$ cat src/dmac_defines.svh
`ifndef DMAC_DEFINES_SVH
`define DMAC_DEFINES_SVH
// ************************************************************
// command opcodes
// ************************************************************
`define DMAC_OP_RD_REG    8'h09
`define DMAC_OP_WR_PMEM   8'h0A
`define DMAC_OP_RD_PMEM   8'h0B
`define DMAC_OP_WR_DMEM   8'h0C
`define DMAC_OP_EXEC      8'h12
// ************************************************************
// values
// ************************************************************
`define DMAC_BLANK_BYTE   8'hFF
`define DMAC_SIZE_ZERO    17'h0_0000
`define DMAC_SIZE_256     17'h0_0100
`define DMAC_SIZE_65536   17'h1_0000
`define DMAC_EXEC_MAX     3'h5
`define DMAC_BUF_DEPTH    2
`endif

$ cat src/dmac_pkg.sv
package dmac_pkg;
   typedef enum logic [3:0] {
      DMAC_IDLE    = 4'b0000,
      DMAC_ADDR_HI = 4'b0001,
      DMAC_ADDR_LO = 4'b0010,
      DMAC_SIZE_HI = 4'b0011,
      DMAC_SIZE_LO = 4'b0100,
      DMAC_RD_REQ  = 4'b0101,
      DMAC_RD_WAIT = 4'b0110,
      DMAC_RD_PUSH = 4'b0111,
      DMAC_WR_DATA = 4'b1000,
      DMAC_EXEC    = 4'b1001
   } dmac_state_t;
endpackage : dmac_pkg

$ cat src/dmac_debug_cmd.sv
`timescale 1ns/1ps
`include "dmac_defines.svh"
module dmac_debug_cmd
   import dmac_pkg::*;
(
   // clock and reset
   input  wire logic        mclk,
   input  wire logic        rst,
   // receive bytes from debug_line
   input  wire logic        rx_valid,
   input  wire logic [7:0]  rx_data,
   output logic             rx_ready,
   // transmit bytes to debug_line
   output logic             tx_valid,
   output logic [7:0]       tx_data,
   input  wire logic        tx_ready,
   // device state
   input  wire logic        debug_mode_bit,
   input  wire logic        read_protect,
   input  wire logic        flash_unlocked,
   input  wire logic [7:0]  exec_len,
   output logic             fetch_stop,
   // memory access port
   output logic             mem_rd,
   output logic             mem_wr,
   output logic [1:0]       mem_space,
   output logic [15:0]      mem_addr,
   output logic [7:0]       mem_wdata,
   input  wire logic        mem_rvalid,
   input  wire logic [7:0]  mem_rdata,
   // execute port
   output logic             exec_valid,
   output logic [7:0]       exec_byte
);
   // ************************************************************
   // command state
   // ************************************************************
   dmac_state_t state_q, state_d;
   logic [7:0]  op_q, op_d;
   logic [15:0] addr_q, addr_d;
   logic [16:0] cnt_q, cnt_d;
   logic [2:0]  xcnt_q, xcnt_d;
   logic        allow_q, allow_d;
   logic        rd_q, rd_d, wr_q, wr_d, xv_q, xv_d;
   logic [7:0]  wd_q, wd_d, rdat_q, rdat_d;
   logic [1:0]  sp_q, sp_d;
   logic        fs_q;
   logic        push, buf_ready, take, allow;
   logic [7:0]  exec_n;
   assign allow  = debug_mode_bit && !read_protect;
   assign take   = rx_valid && rx_ready;
   assign push   = (state_q == DMAC_RD_PUSH);
   assign exec_n = (exec_len == 8'h00) ? 8'h01 :
                   (exec_len > 8'h05) ? 8'h05 : exec_len;

   always_comb begin
      state_d = state_q;
      op_d    = op_q;
      addr_d  = addr_q;
      cnt_d   = cnt_q;
      xcnt_d  = xcnt_q;
      allow_d = allow_q;
      rd_d    = 1'b0;
      wr_d    = 1'b0;
      xv_d    = 1'b0;
      wd_d    = wd_q;
      rdat_d  = rdat_q;
      sp_d    = sp_q;
      case (state_q)
         DMAC_IDLE: begin
            if (take) begin
               op_d    = rx_data;
               allow_d = allow;
               case (rx_data)
                  `DMAC_OP_RD_REG, `DMAC_OP_WR_PMEM,
                  `DMAC_OP_RD_PMEM, `DMAC_OP_WR_DMEM: begin
                     state_d = DMAC_ADDR_HI;
                  end
                  `DMAC_OP_EXEC: begin
                     state_d = DMAC_EXEC;
                     xcnt_d  = allow ? exec_n[2:0] : 3'h1;
                  end
                  default: state_d = DMAC_IDLE;
               endcase
            end
         end
         DMAC_ADDR_HI: if (take) begin
            addr_d[15:8] = (op_q == `DMAC_OP_RD_REG) ?
                           {4'h0, rx_data[3:0]} : rx_data;
            state_d = DMAC_ADDR_LO;
         end
         DMAC_ADDR_LO: if (take) begin
            addr_d[7:0] = rx_data;
            state_d = (op_q == `DMAC_OP_RD_REG) ? DMAC_SIZE_LO :
                      DMAC_SIZE_HI;
         end
         DMAC_SIZE_HI: if (take) begin
            cnt_d   = {1'b0, rx_data, 8'h00};
            state_d = DMAC_SIZE_LO;
         end
         DMAC_SIZE_LO: if (take) begin
            cnt_d = {cnt_q[16:8], rx_data};
            if (op_q == `DMAC_OP_RD_REG) begin
               cnt_d = {9'h000, rx_data};
               if (rx_data == 8'h00)
                  cnt_d = `DMAC_SIZE_256;
            end else if ({cnt_q[15:8], rx_data} == 16'h0000) begin
               cnt_d = `DMAC_SIZE_65536;
            end
            sp_d    = (op_q == `DMAC_OP_RD_REG)  ? 2'h0 :
                      (op_q == `DMAC_OP_WR_DMEM) ? 2'h2 : 2'h1;
            state_d = (op_q == `DMAC_OP_RD_REG ||
                       op_q == `DMAC_OP_RD_PMEM) ?
                      DMAC_RD_REQ : DMAC_WR_DATA;
         end
         DMAC_RD_REQ: begin
            if (allow_q) begin
               rd_d    = 1'b1;
               state_d = DMAC_RD_WAIT;
            end else begin
               rdat_d  = `DMAC_BLANK_BYTE;
               state_d = DMAC_RD_PUSH;
            end
         end
         DMAC_RD_WAIT: if (mem_rvalid) begin
            rdat_d  = mem_rdata;
            state_d = DMAC_RD_PUSH;
         end
         DMAC_RD_PUSH: if (buf_ready) begin
            addr_d  = addr_q + 16'h0001;
            cnt_d   = cnt_q - 17'h0_0001;
            state_d = (cnt_q == 17'h0_0001) ? DMAC_IDLE
                      : DMAC_RD_REQ;
         end
         DMAC_WR_DATA: if (take) begin
            wd_d = rx_data;
            wr_d = allow_q && (op_q != `DMAC_OP_WR_PMEM ||
                   flash_unlocked);
            addr_d  = addr_q + 16'h0001;
            cnt_d   = cnt_q - 17'h0_0001;
            if (cnt_q == 17'h0_0001)
               state_d = DMAC_IDLE;
         end
         DMAC_EXEC: if (take) begin
            wd_d   = rx_data;
            xv_d   = allow_q;
            xcnt_d = xcnt_q - 3'h1;
            if (xcnt_q == 3'h1)
               state_d = DMAC_IDLE;
         end
         default: state_d = DMAC_IDLE;
      endcase
   end

   always_ff @(posedge mclk or posedge rst) begin
      if (rst) begin
         state_q <= DMAC_IDLE;
         op_q    <= 8'h00;
         addr_q  <= 16'h0000;
         cnt_q   <= `DMAC_SIZE_ZERO;
         xcnt_q  <= 3'h0;
         allow_q <= 1'b0;
         rd_q    <= 1'b0;
         wr_q    <= 1'b0;
         xv_q    <= 1'b0;
         wd_q    <= 8'h00;
         rdat_q  <= 8'h00;
         sp_q    <= 2'h0;
         fs_q    <= 1'b0;
         rx_ready <= 1'b0;
      end else begin
         state_q <= state_d;
         op_q    <= op_d;
         addr_q  <= addr_d;
         cnt_q   <= cnt_d;
         xcnt_q  <= xcnt_d;
         allow_q <= allow_d;
         rd_q    <= rd_d;
         wr_q    <= wr_d;
         xv_q    <= xv_d;
         wd_q    <= wd_d;
         rdat_q  <= rdat_d;
         sp_q    <= sp_d;
         fs_q    <= debug_mode_bit;
         rx_ready <= !(state_d inside {DMAC_RD_REQ, DMAC_RD_WAIT,
                                       DMAC_RD_PUSH});
      end
   end
   // write address is the pre-increment one, read address the current one
   logic [15:0] ma_q;
   always_ff @(posedge mclk or posedge rst) begin
      if (rst)
         ma_q <= 16'h0000;
      else
         ma_q <= wr_d ? addr_q : addr_d;
   end
   assign fetch_stop = fs_q;
   assign mem_rd     = rd_q;
   assign mem_wr     = wr_q;
   assign mem_space  = sp_q;
   assign mem_addr   = ma_q;
   assign mem_wdata  = wd_q;
   assign exec_valid = xv_q;
   assign exec_byte  = wd_q;
   // ************************************************************
   // two-entry transmit buffer
   // ************************************************************
   logic [7:0] b0_q, b0_d, b1_q, b1_d;
   logic [1:0] n_q, n_d;
   logic       pop, tv_q;
   assign buf_ready = (n_q != 2'h2);
   assign pop       = tv_q && tx_ready;
   always_comb begin
      b0_d = b0_q;
      b1_d = b1_q;
      n_d  = n_q;
      if (pop) begin
         b0_d = b1_q;
         n_d  = n_d - 2'h1;
      end
      if (push && buf_ready) begin
         if (n_d == 2'h0)
            b0_d = rdat_q;
         else
            b1_d = rdat_q;
         n_d = n_d + 2'h1;
      end
   end

   always_ff @(posedge mclk or posedge rst) begin
      if (rst) begin
         b0_q     <= 8'h00;
         b1_q     <= 8'h00;
         n_q      <= 2'h0;
         tv_q     <= 1'b0;
      end else begin
         b0_q     <= b0_d;
         b1_q     <= b1_d;
         n_q      <= n_d;
         tv_q     <= (n_d != 2'h0);
      end
   end
   assign tx_valid = tv_q;
   assign tx_data  = b0_q;

   // ************************************************************
   // checks
   // ************************************************************
   a_blank_read: assert property (@(posedge mclk) disable iff (rst)
      (state_q == DMAC_RD_REQ && !allow_q) |=> rdat_q == 8'hFF)
      else $error("blocked read did not yield FFh");
   a_reg_size: assert property (@(posedge mclk) disable iff (rst)
      (state_q == DMAC_SIZE_LO && take && op_q == 8'h09
       && rx_data == 8'h00) |=> cnt_q == 17'h0_0100)
      else $error("register read size zero not 256");
   a_pmem_size: assert property (@(posedge mclk) disable iff (rst)
      (state_q == DMAC_SIZE_LO && take && op_q == 8'h0B
       && cnt_q[15:8] == 8'h00 && rx_data == 8'h00)
      |=> cnt_q == 17'h1_0000)
      else $error("program read size zero not 65536");
   a_write_gate: assert property (@(posedge mclk) disable iff (rst)
      mem_wr |-> $past(allow_q))
      else $error("write issued outside debug");
   a_flash_gate: assert property (@(posedge mclk) disable iff (rst)
      (mem_wr && mem_space == 2'h1) |-> $past(flash_unlocked))
      else $error("program write while flash locked");
   a_no_opcode: assert property (@(posedge mclk) disable iff (rst)
      (state_q inside {DMAC_RD_REQ, DMAC_RD_WAIT, DMAC_RD_PUSH})
      |-> !rx_ready)
      else $error("byte accepted during read reply");
   a_addr_mask: assert property (@(posedge mclk) disable iff (rst)
      (state_q == DMAC_ADDR_HI && take && op_q == 8'h09)
      |=> addr_q[15:12] == 4'h0)
      else $error("register address upper bits nonzero");
   a_exec_gate: assert property (@(posedge mclk) disable iff (rst)
      exec_valid |-> $past(allow_q))
      else $error("execute byte outside debug");
   c_reg_read: cover property (@(posedge mclk) disable iff (rst)
      state_q == DMAC_RD_PUSH && op_q == 8'h09);
   c_pmem_write: cover property (@(posedge mclk) disable iff (rst)
      mem_wr && mem_space == 2'h1);
   c_buf_full: cover property (@(posedge mclk) disable iff (rst)
      n_q == 2'h2);
endmodule : dmac_debug_cmd

$ cat config.mk
export PLATFORM = sky130hd
export DESIGN_NAME = dmac_debug_cmd
export DESIGN_NICKNAME = d
export VERILOG_FILES = /design/src/dmac_pkg.sv /design/src/dmac_debug_cmd.sv
export VERILOG_INCLUDE_DIRS = /design/src
export SDC_FILE = /design/constraint.sdc
export NUM_CORES = 1
export LEC_CHECK = 0
export ABC_CLOCK_PERIOD_IN_PS = 3000
export BUFFER_PORTS_ARGS = -buffer_cell sky130_fd_sc_hd__buf_2
export CORE_ASPECT_RATIO = 0.8
export CORE_UTILIZATION = 30
export CTS_CLUSTER_DIAMETER = 40
export DETAILED_ROUTE_END_ITERATION = 10
export PLACE_DENSITY = 0.51
export SYNTH_ARGS = -nofsm -noshare
export SYNTH_HDL_FRONTEND = slang
export SYNTH_SLANG_ARGS = --single-unit
$ cat constraint.sdc
create_clock -name mclk -period 3 [get_ports mclk]
set_input_delay 0.15 -clock mclk [delete_from_list [all_inputs] [get_ports mclk]]
set_output_delay 0.15 -clock mclk [all_outputs]
set_load 0.1 [all_outputs]
-- Yosys cells after proc, flatten, opt, wreduce, memory -nomap -nowiden
Cells that the tools add are included.
- bits in registers: 107
- bits in latches: 0
- RAM bits: 0
- bits in read-only memories: 0
- bits of input ports: 32
- output and inout bits: 48
- logic and storage cells: 146
- memories: 0
- $add $sub $neg: 5
- multipliers: 0
- divide/modulo/power cells: 0
- $lt $le $gt $ge: 1
- eq/ne operators: 34
- shift operators: 0
- muxes and demuxes: 56
- bitwise gates (word level): 1
- reduce and logical (&&, ||, !) cells: 29
- operators by type and width (cell ; number):
    17-bit 2-to-1 mux ; 6
    17-bit case mux with 4 select lines ; 1
    8-bit 2-to-1 mux ; 8
    8-bit by 4-bit equality test with 1-bit output, second input constant ; 7
    16-bit 2-to-1 mux ; 3
    4-bit 2-to-1 mux ; 12
    8-bit case mux with 3 select lines ; 2
    4-bit case mux with 10 select lines ; 1
    4-bit by 3-bit equality test with 1-bit output, second input constant ; 7
    3-bit 2-to-1 mux ; 8
    17-bit by 1-bit equality test with 1-bit output, second input constant ; 1
    17-bit by 1-bit subtractor with 17-bit output, second input constant ; 1
    16-bit by 1-bit adder with 16-bit output, second input constant ; 1
    16-bit zero test ; 1
    8-bit zero test ; 2
    2-bit != test, second input constant ; 8
    8-bit case mux with 2 select lines ; 1
    9-bit 2-to-1 mux ; 1
    4-bit by 2-bit equality test with 1-bit output, second input constant ; 2
    4-bit equality test, second input constant ; 2
    8-bit by 5-bit equality test with 1-bit output, second input constant ; 1
    8-bit by 3-bit greater-than comparator with 1-bit output, second input constant ; 1
    2-bit 2-to-1 mux ; 4
    8-bit by 4-bit != test with 1-bit output, second input constant ; 1
    26 further kinds ; 44

-- Depth between registers and ports, before layout
Gate-level depths: netlist of the first run.
- depth in word-level cells: 8
- mapped depth: 10
- gate-level depth less buffers: 8

-- Worst setup path before layout of the first run
OpenSTA, ideal clock, no wires.
- path type: register -> register
- start: register tv_q, in the netlist tx_valid
- end: register b1_q[0]
- library setup time: 0.125 ns
- arrival: 2.652 ns
- required time: 2.875 ns
- path slack: 0.223 ns
- cell stages (with the launch flop): 6
- path buffers: 0
- period minus slack after synthesis: 2.777 ns
- cells stage by stage: dfrtp_1 > nand2_1 > xnor2_1 > ha_1 > nor2_1 > mux2_2
- word-level cells in the longest chain between the ends: 5
- RTL lines (element ; line ; source):
    from (decl) ; dmac_debug_cmd.sv:210 ; logic pop, tv_q;
    from (signal assigned) ; dmac_debug_cmd.sv:240 ; tv_q <= (n_d != 2'h0);
    1-bit logical AND ; dmac_debug_cmd.sv:212 ; assign pop = tv_q && tx_ready;
    2-bit 2-to-1 mux ; dmac_debug_cmd.sv:217 ; if (pop) begin
    2-bit zero test ; dmac_debug_cmd.sv:222 ; if (n_d == 2'h0)
    1-bit NOT (no line) ; -- ;
    2-bit AND reduction (no line) ; -- ;
    to (signal assigned) ; dmac_debug_cmd.sv:233 ; b1_q <= 8'h00;
    to (signal assigned) ; dmac_debug_cmd.sv:238 ; b1_q <= b1_d;
    to (decl) ; dmac_debug_cmd.sv:208 ; logic [7:0] b0_q, b0_d, b1_q, b1_d;
No other way between the ends.
A chain may end at the register's enable or synchronous reset.

-- Worst setup path after layout of the first run
- start: register state_q[2]
- end: register ma_q[0], in the netlist mem_addr[0]
- word-level cells in the longest chain between the ends: 3
- elaborated cells on any way between the ends: 6
- RTL lines (element ; line ; source):
    from (decl) ; dmac_debug_cmd.sv:38 ; dmac_state_t state_q, state_d;
    from (signal assigned) ; dmac_debug_cmd.sv:172 ; state_q <= state_d;
    4-bit equality test, or another cell as far along ; dmac_debug_cmd.sv:69 ; case (state_q)
    8-bit case mux with 3 select lines * ; dmac_debug_cmd.sv:69 ;
    via addr_d[0] ; dmac_debug_cmd.sv:40 ; logic [15:0] addr_q, addr_d;
    16-bit 2-to-1 mux * ; dmac_debug_cmd.sv:195 ; ma_q <= wr_d ? addr_q : addr_d;
    to (signal assigned) ; dmac_debug_cmd.sv:195 ;
    to (decl) ; dmac_debug_cmd.sv:190 ; logic [15:0] ma_q;
Mark *: on every way through the listed nets, which the timed path passes. The rest lies on a longest branch.

==> key figures, run 1 <==
Layout
  – FILL cells: 1976
  – Design area: 7012 sq um
  – Fraction of layout cells with a size suffix above 1: 21.28%
  – Non-Filler Instances: 992
  – Layout overhead on the synthesized area: 17.02%
  – Final nets: 767
  – Storage cell area: 2678 sq um
  – Area of the multi-input gates: 3050 sq um
  – Finished Core Util: 36.41%

Setup path
  – WS Path Type: reg2reg
  – Worst EP required: 3.24 ns
  – Slowest CP cell: a21oi_1
  – WP data arrival: 3.01 ns
  – Crit path from: state_q[2]
  – Worst path max stage delay: 0.98 ns
  – Cell family with most CP delay: compound AO/OA/AOI/OAI gates
  – Crit-path cells: and4b_1 -> a21oi_1 -> a21oi_1 -> o22a_1 -> mux2_1
  – Crit path buffers/inverters: 0
  – CP endpoint kind: flop
  – Reg2Reg Launch Point: state_q[2]
  – CP startpoint kind: flop
  – Most frequent CP cell: a21oi_1
  – R2R setup slack: 0.24 ns
  – Critical path peak fanout: 17

Synth
  – Post-synthesis area per instance: 9.065 sq um
  – Synth top area cells: dfrtp_1, mux2_2, a21oi_1, nand2_1, o21ai_0
  – Mapped Nets: 700
  – EDFF count, synth: 0
  – Yosys top cell by area: dfrtp_1
  – Seq/Total Area, Yosys: 44.69%
  – Yosys synthesis warning count: 0
  – Gate Count Post-Synth: 661
  – Top-area cell type share of the netlist area: 44.69%
  – Flops & latches, synth: 107
  – Synth cell types: 72
  – Ys async rst share: 100.0%
  – Top_reg_cell synth: dfrtp_1
  – Mapped Area: 5992 sq um

Power and ir drop
  – VDD IR-drop max: 0.2781 mV
  – PnR Total Power: 5.311 mW
  – Clk pwr share: 23.8%
  – Sw power: 2.308 mW
  – Sequential cell fraction of total power: 38.4%
  – Logic gate share of total power: 37.8%
  – Pint: 3.003 mW
  – Power per cell area: 757.5 nW/um^2
  – Cell leakage power: 3.081 nW
  – Sw Share: 43.46%

Clock tree
  – Num CTS Buffers: 9
  – Clock Path Buffers: 2
  – CTS tree: built
  – H-tree depth: 3
  – Reg clk slew, reported paths: 0.08 ns
  – Setup bufs post-CTS: 0
  – Post-CTS Resized: 0
  – Worst skew pair latency: 0.36 ns
  – Cts hold-fix bufs: 2
  – Root Buffer: clkbuf_16
  – Sink Count: 107

Timing
  – RSZ-0062 raised after global routing: no
  – Setup ws final: 0.2390 ns
  – Final setup vio count: 0
  – Relative slew margins: 17.96%
  – Final Hold Viols: 0
  – Max Clk Rate: 362.2 MHz
  – Clk_skew: 0.01201 ns
  – Worst Tran Pin Value: 1.231 ns
  – Setup TNS: 0 ns
  – Min cycle time layout: 2.761 ns
  – Final Max Slew Viols: 0
  – Tcrit/Tclk final: 92.03%
  – WHS: 0.05729 ns

Drt
  – Detailed Routing Iterations Pass 1: 5
  – Drt total wl: 17.55 mm
  – Iter 0 DRT Violations: 396
  – Wirelength per Cell: 17.69 um
  – Via count: 5326
  – Post-route ant nets: 0
  – DR DRC count: 0
  – Vias per inst: 5.369

Hold path
  – Worst Hold Class: in2reg
  – HP Start: mem_rdata[3]

Global routing
  – Number of global-route vias before repair: 5166
  – Tot GR Track Use: 17.64%
  – Largest net degree at the start of global routing: 67
  – Final global-route overflow total: 0
  – First-pass GRT wire length: 28.35 mm
  – Initial antenna violation count: 0

Placement
  – Area after DPL: 6671 sq um
  – Inst Count DP: 973
  – DP Worst Slack: 0.2619 ns
  – Placer congestion estimate: 0.8747
  – DP HPWL: 12.62 mm
  – PortBufs: 79

Floorplan
  – Core area: 19260 sq um
  – Die width: 160.0 um
  – Die height: 128.4 um
  – Row cnt: 45
  – I/O Pins: 80
  – Die area: 20550 sq um
  – Starting Density: 31.12%

Status
  – Run status: complete, no violations

Job
  – Number of max-cap violations: 0
[kinds of logic (layout without fill, tap and decap cells)]
logic type	count (synthesis)	in the layout	share of synthesized area, %
and+or+nand+nor	222	222	18.46
AOI/OAI and AO/OA	214	214	22.05
DFF	107	107	44.69
buffers and inverters	60	132	4.406
muxes	42	42	7.621
xor gates and xnor gates	9	9	1.315
adders and majority gates	7	7	1.462
other	0	1	0
[power by group through the flow]
stage                     sequential (mW)  clock, mW  combinational [mW]
final                                2.04       1.26                2.01
after global placement               2.05          0                1.99
after floorplan                      2.65          0               0.999
after detailed placement             2.07          0                2.01
after CTS                            2.04       1.32                2.02
after global routing                 2.09       1.37                2.17
[area by class of cell]
class / count / share of cell area [%]
Multi-Input combinational cell: 494 / 43.50
Antenna cell: 1 / 0.03569
Sequential cell: 107 / 38.19
Clock buffer: 9 / 3.212
Inverter: 14 / 0.7852
Clock inverter: 7 / 1.320
Timing Repair Buffer: 102 / 8.351
Tap cell: 258 / 4.604
[cells in the mapped netlist (7+ instances only)]
| cell type | n |
|---|---|
| a21oi_1 | 52 |
| a22oi_1 | 8 |
| a32oi_1 | 7 |
| and2_1 | 7 |
| buf_2 | 7 |
| buf_4 | 8 |
| clkbuf_1 | 28 |
| dfrtp_1 | 107 |
| ha_1 | 7 |
| inv_1 | 13 |
| mux2_2 | 26 |
| mux2i_1 | 13 |
| nand2_1 | 67 |
| nand2b_1 | 8 |
| nand3_1 | 16 |
| nor2_1 | 58 |
| nor3_1 | 19 |
| nor4_1 | 9 |
| o21ai_0 | 46 |
| o21ai_1 | 38 |
[worst paths after layout]
check / to / depth (start not counted)
setup / recovery: mem_addr[0] / 5
hold / removal: rdat_q[3] / 3
setup reg to reg: mem_addr[0] / 5
hold reg to reg: xcnt_q[1] / 1
max in group asynchronous: tx_data[6] / 4
min in group asynchronous: fetch_stop / 3
[flip-flops by register name (all words and copies together) (netlist names), 4 cells and up]
register,count
rdat_q,8
mem_addr,16
op_q,8
addr_q,16
state_q,4
b1_q,8
tx_data,8
cnt_q,17
exec_byte,8
[worst min-delay path, stage by stage]
cell and delay [ns]:
buf_2 0.08, nor2_1 0.03, o21ai_0 0.13
[cell usage in the layout, fill, tap and decap left out, types with 6 or more instances in the layout]
cell       count
a22oi_1        8
a21oi_1       52
nand2_1       67
nor2_1        58
a32oi_1        7
o211ai_1       6
buf_4         20
mux2_2        26
nand2b_1       8
o21ai_0       46
o21ai_1       38
nor2b_1        6
nor4_1         9
a31oi_1        6
ha_1           7
clkbuf_16      9
o21a_1         6
nand3_1       16
nor3_1        19
dfrtp_1      107
inv_1         12
buf_2         79
mux2i_1       13
and2_1         7
[metal layers]
metal | up-vias | wire, um | global-route usage, %
met1 | 2560 | 8083 | 24.41
li1 | 2548 | - | -
met5 | - | 0 | 0
met3 | 24 | 1311 | 4.674
met4 | 0 | 352 | 5.770
met2 | 194 | 7803 | 26.80
Note: power is estimated with default switching activity, not from simulation.
==> inputs of run 2 (changes only) <==
==> constraint.sdc (replaced) <==
create_clock -name mclk -period 3 [get_ports mclk]
set_input_delay 0.6 -clock mclk [delete_from_list [all_inputs] [get_ports mclk]]
set_output_delay 0.6 -clock mclk [all_outputs]
set_load 0.1 [all_outputs]
==> run 2 against run 1 <==
Maximum frequency is 6.0% higher. Critical path depth did not move. Utilization decreased by 0.31 points. Setup slack improved by 0.16 ns. Clock-buffer cell count up 1. Final cell count is 0.40% lower. First-iteration DRC count rose by 20%. Wire length down 1.6%. Non-clock buffer count shrank 3. Highest routed layer unchanged.
==> key figures, run 2 (synthesis results as in run 1) <==
Timing
  – Final Max Slew Viols: 0 (unchanged)
  – Final setup vio count: 0 (unchanged)
  – Max Clk Rate: 384.0 MHz (+6.0%)
  – Setup TNS: 0 ns (unchanged)
  – Clk_skew: 0.01039 ns (-0.001611 ns)
  – Min cycle time layout: 2.604 ns (-0.1568 ns)
  – Tcrit/Tclk final: 86.81% (-5.2 points)
  – Final Hold Viols: 0 (unchanged)
  – RSZ-0062 raised after global routing: no
  – Relative slew margins: 43.40% (+25 points)
  – Worst Tran Pin Value: 0.8418 ns (-0.3888 ns)

Floorplan
  – Row cnt: 45 (unchanged)
  – Die area: 20550 sq um (unchanged)
  – Die width: 160.0 um (unchanged)
  – Die height: 128.4 um (unchanged)
  – Core area: 19260 sq um (unchanged)
  – Starting Density: 31.12% (unchanged)
  – I/O Pins: 80 (unchanged)

Power and ir drop
  – Clk pwr share: 22.2% (-1.6 points)
  – Power per cell area: 748.4 nW/um^2 (-1.2%)
  – VDD IR-drop max: 0.2577 mV (-7.3%)
  – PnR Total Power: 5.202 mW (-2.0%)
  – Logic gate share of total power: 38.2% (+0.4 points)
  – Sw Share: 44.02% (+0.55 points)
  – Cell leakage power: 3.048 nW (-1.1%)
  – Sw power: 2.290 mW (-0.80%)
  – Pint: 2.912 mW (-3.0%)
  – Sequential cell fraction of total power: 39.6% (+1.2 points)

Job
  – Number of max-cap violations: 0 (unchanged)

Drt
  – Wirelength per Cell: 17.49 um (-1.2%)
  – Vias per inst: 5.379 (+0.18%)
  – DR DRC count: 0 (unchanged)
  – Drt total wl: 17.28 mm (-1.6%)
  – Detailed Routing Iterations Pass 1: 5 (unchanged)
  – Iter 0 DRT Violations: 475 (+20%)
  – Post-route ant nets: 0 (unchanged)
  – Via count: 5314 (-0.23%)

Layout
  – Final nets: 764 (-0.39%)
  – Area of the multi-input gates: 3050 sq um (unchanged)
  – Commonest cells after routing, fill and taps aside: dfrtp_1, buf_2, nand2_1, nor2_1, a21oi_1
  – Commonest non-fill, non-tap cell in the layout: dfrtp_1
  – Ant. Diodes: 0 (-1)
  – Most flop-heavy register: cnt_q
  – Storage cell area: 2678 sq um (unchanged)
  – Fraction of layout cells with a size suffix above 1: 21.23% (-0.050 points)
  – Layout overhead on the synthesized area: 16.02%
  – FILL cells: 1963 (-0.66%)
  – Max FFs per register: 17 (unchanged)

Clock tree
  – Num CTS Buffers: 9 (unchanged)
  – Cts hold-fix bufs: 0 (-2)
  – Setup bufs post-CTS: 0 (unchanged)
  – Root Buffer: clkbuf_16
  – CTS tree: built
  – Sink Count: 107 (unchanged)
  – Post-CTS Resized: 0 (unchanged)
  – Worst skew pair latency: 0.36 ns (about the same)
  – Reg clk slew, reported paths: 0.08 ns (about the same)
  – Clock Path Buffers: 2 (unchanged)
  – H-tree depth: 3 (unchanged)

Global routing
  – Number of global-route vias before repair: 5256 (+1.7%)
  – First-pass GRT wire length: 28.15 mm (-0.73%)
  – Final global-route overflow total: 0 (unchanged)
  – Tot GR Track Use: 17.56% (-0.080 points)
  – Initial antenna violation count: 0 (unchanged)
  – Largest net degree at the start of global routing: 39 (-42%)

Hold path
  – Worst Hold Class: in2async

Placement
  – PortBufs: 79 (unchanged)
  – Placer congestion estimate: 0.8902 (+1.8%)
  – DP HPWL: 12.52 mm (-0.84%)

Setup path
  – CP startpoint kind: flop
  – R2R depth: 5 (unchanged)
  – CP endpoint kind: flop
  – Critical path peak fanout: 21 (+4)
  – Worst EP required: 3.24 ns (about the same)
  – Crit-path cells: nand4b_1 -> nor2_1 -> o21ai_1 -> o22a_1 -> mux2_1
  – Worst path max stage delay: 0.79 ns (-0.19 ns)
  – R2R setup slack: 0.40 ns (+0.16 ns)
  – Slowest CP cell: dfrtp_1
  – Reg2reg end: mem_addr[0]
  – Reg2Reg Launch Point: state_q[2]
  – WP data arrival: 2.85 ns (-0.16 ns)
  – WS Path Type: reg2reg

Status
  – Run status: complete, no violations
-- run 2: routing by layer --
layer	up-vias	routed length (um)	part of all wire [%]	track usage (%)
met2	206	7530	44	27.34
met4	0	344	2.0	6.106
met5	-	0	0	0
met3	25	1281	7.4	3.901
met1	2556	8120	47	24.11
li1	2527	-	-	-
-- run 2: cell type report --
class | instances | share of cell area, %
Sequential cell | 107 | 38.52
Timing Repair Buffer | 99 | 8.027
Multi-Input combinational cell | 494 | 43.88
Clock buffer | 10 | 3.438
Tap cell | 258 | 4.644
Inverter | 14 | 0.8099
Clock inverter | 6 | 0.6839
-- run 2: stage by stage --
stage	hold WS (ns)	setup slack, ns	area [sq um]	utilization (%)	cells
CTS	0.2865	0.4409	6952	36.10	988
floorplan	0.4593	0.2234	5996	-	661
global placement	0.4773	0.3650	6665	34.61	972
detailed placement	0.4820	0.3591	6665	34.61	972
finish	0.2749	0.3958	6952	36.10	988
global route	0.3048	0.1910	6952	36.10	988
-- run 2: how the worst max path moves through the flow --
stage | cells after the start | endpoint | start
after global routing | 6 | mem_addr[4] | state_q[2]
final | 5 | mem_addr[0] | state_q[2]
after CTS | 5 | mem_addr[0] | state_q[2]
after floorplan | 5 | b1_q[0] | tx_valid
after detailed placement | 7 | mem_addr[13] | rx_valid
after global placement | 7 | mem_addr[13] | rx_valid
-- run 2: critical path, delay by kind of cell, from the launching register on --
family | cells | cell delay [ns]
flip-flops | 1 | 0.79
AND/OR/NAND/NOR | 2 | 0.86
AO/OA/AOI/OAI | 2 | 0.52
multiplexers | 1 | 0.30
-- run 2: power groups by stage --
stage | Sequential [mW] | Clock [mW] | Combinational (mW)
global placement | 2.07 | 0 | 1.96
detailed placement | 2.08 | 0 | 2.00
floorplan | 2.65 | 0 | 0.999
CTS | 2.05 | 1.20 | 2.00
global route | 2.11 | 1.27 | 2.15
finish | 2.06 | 1.15 | 1.99
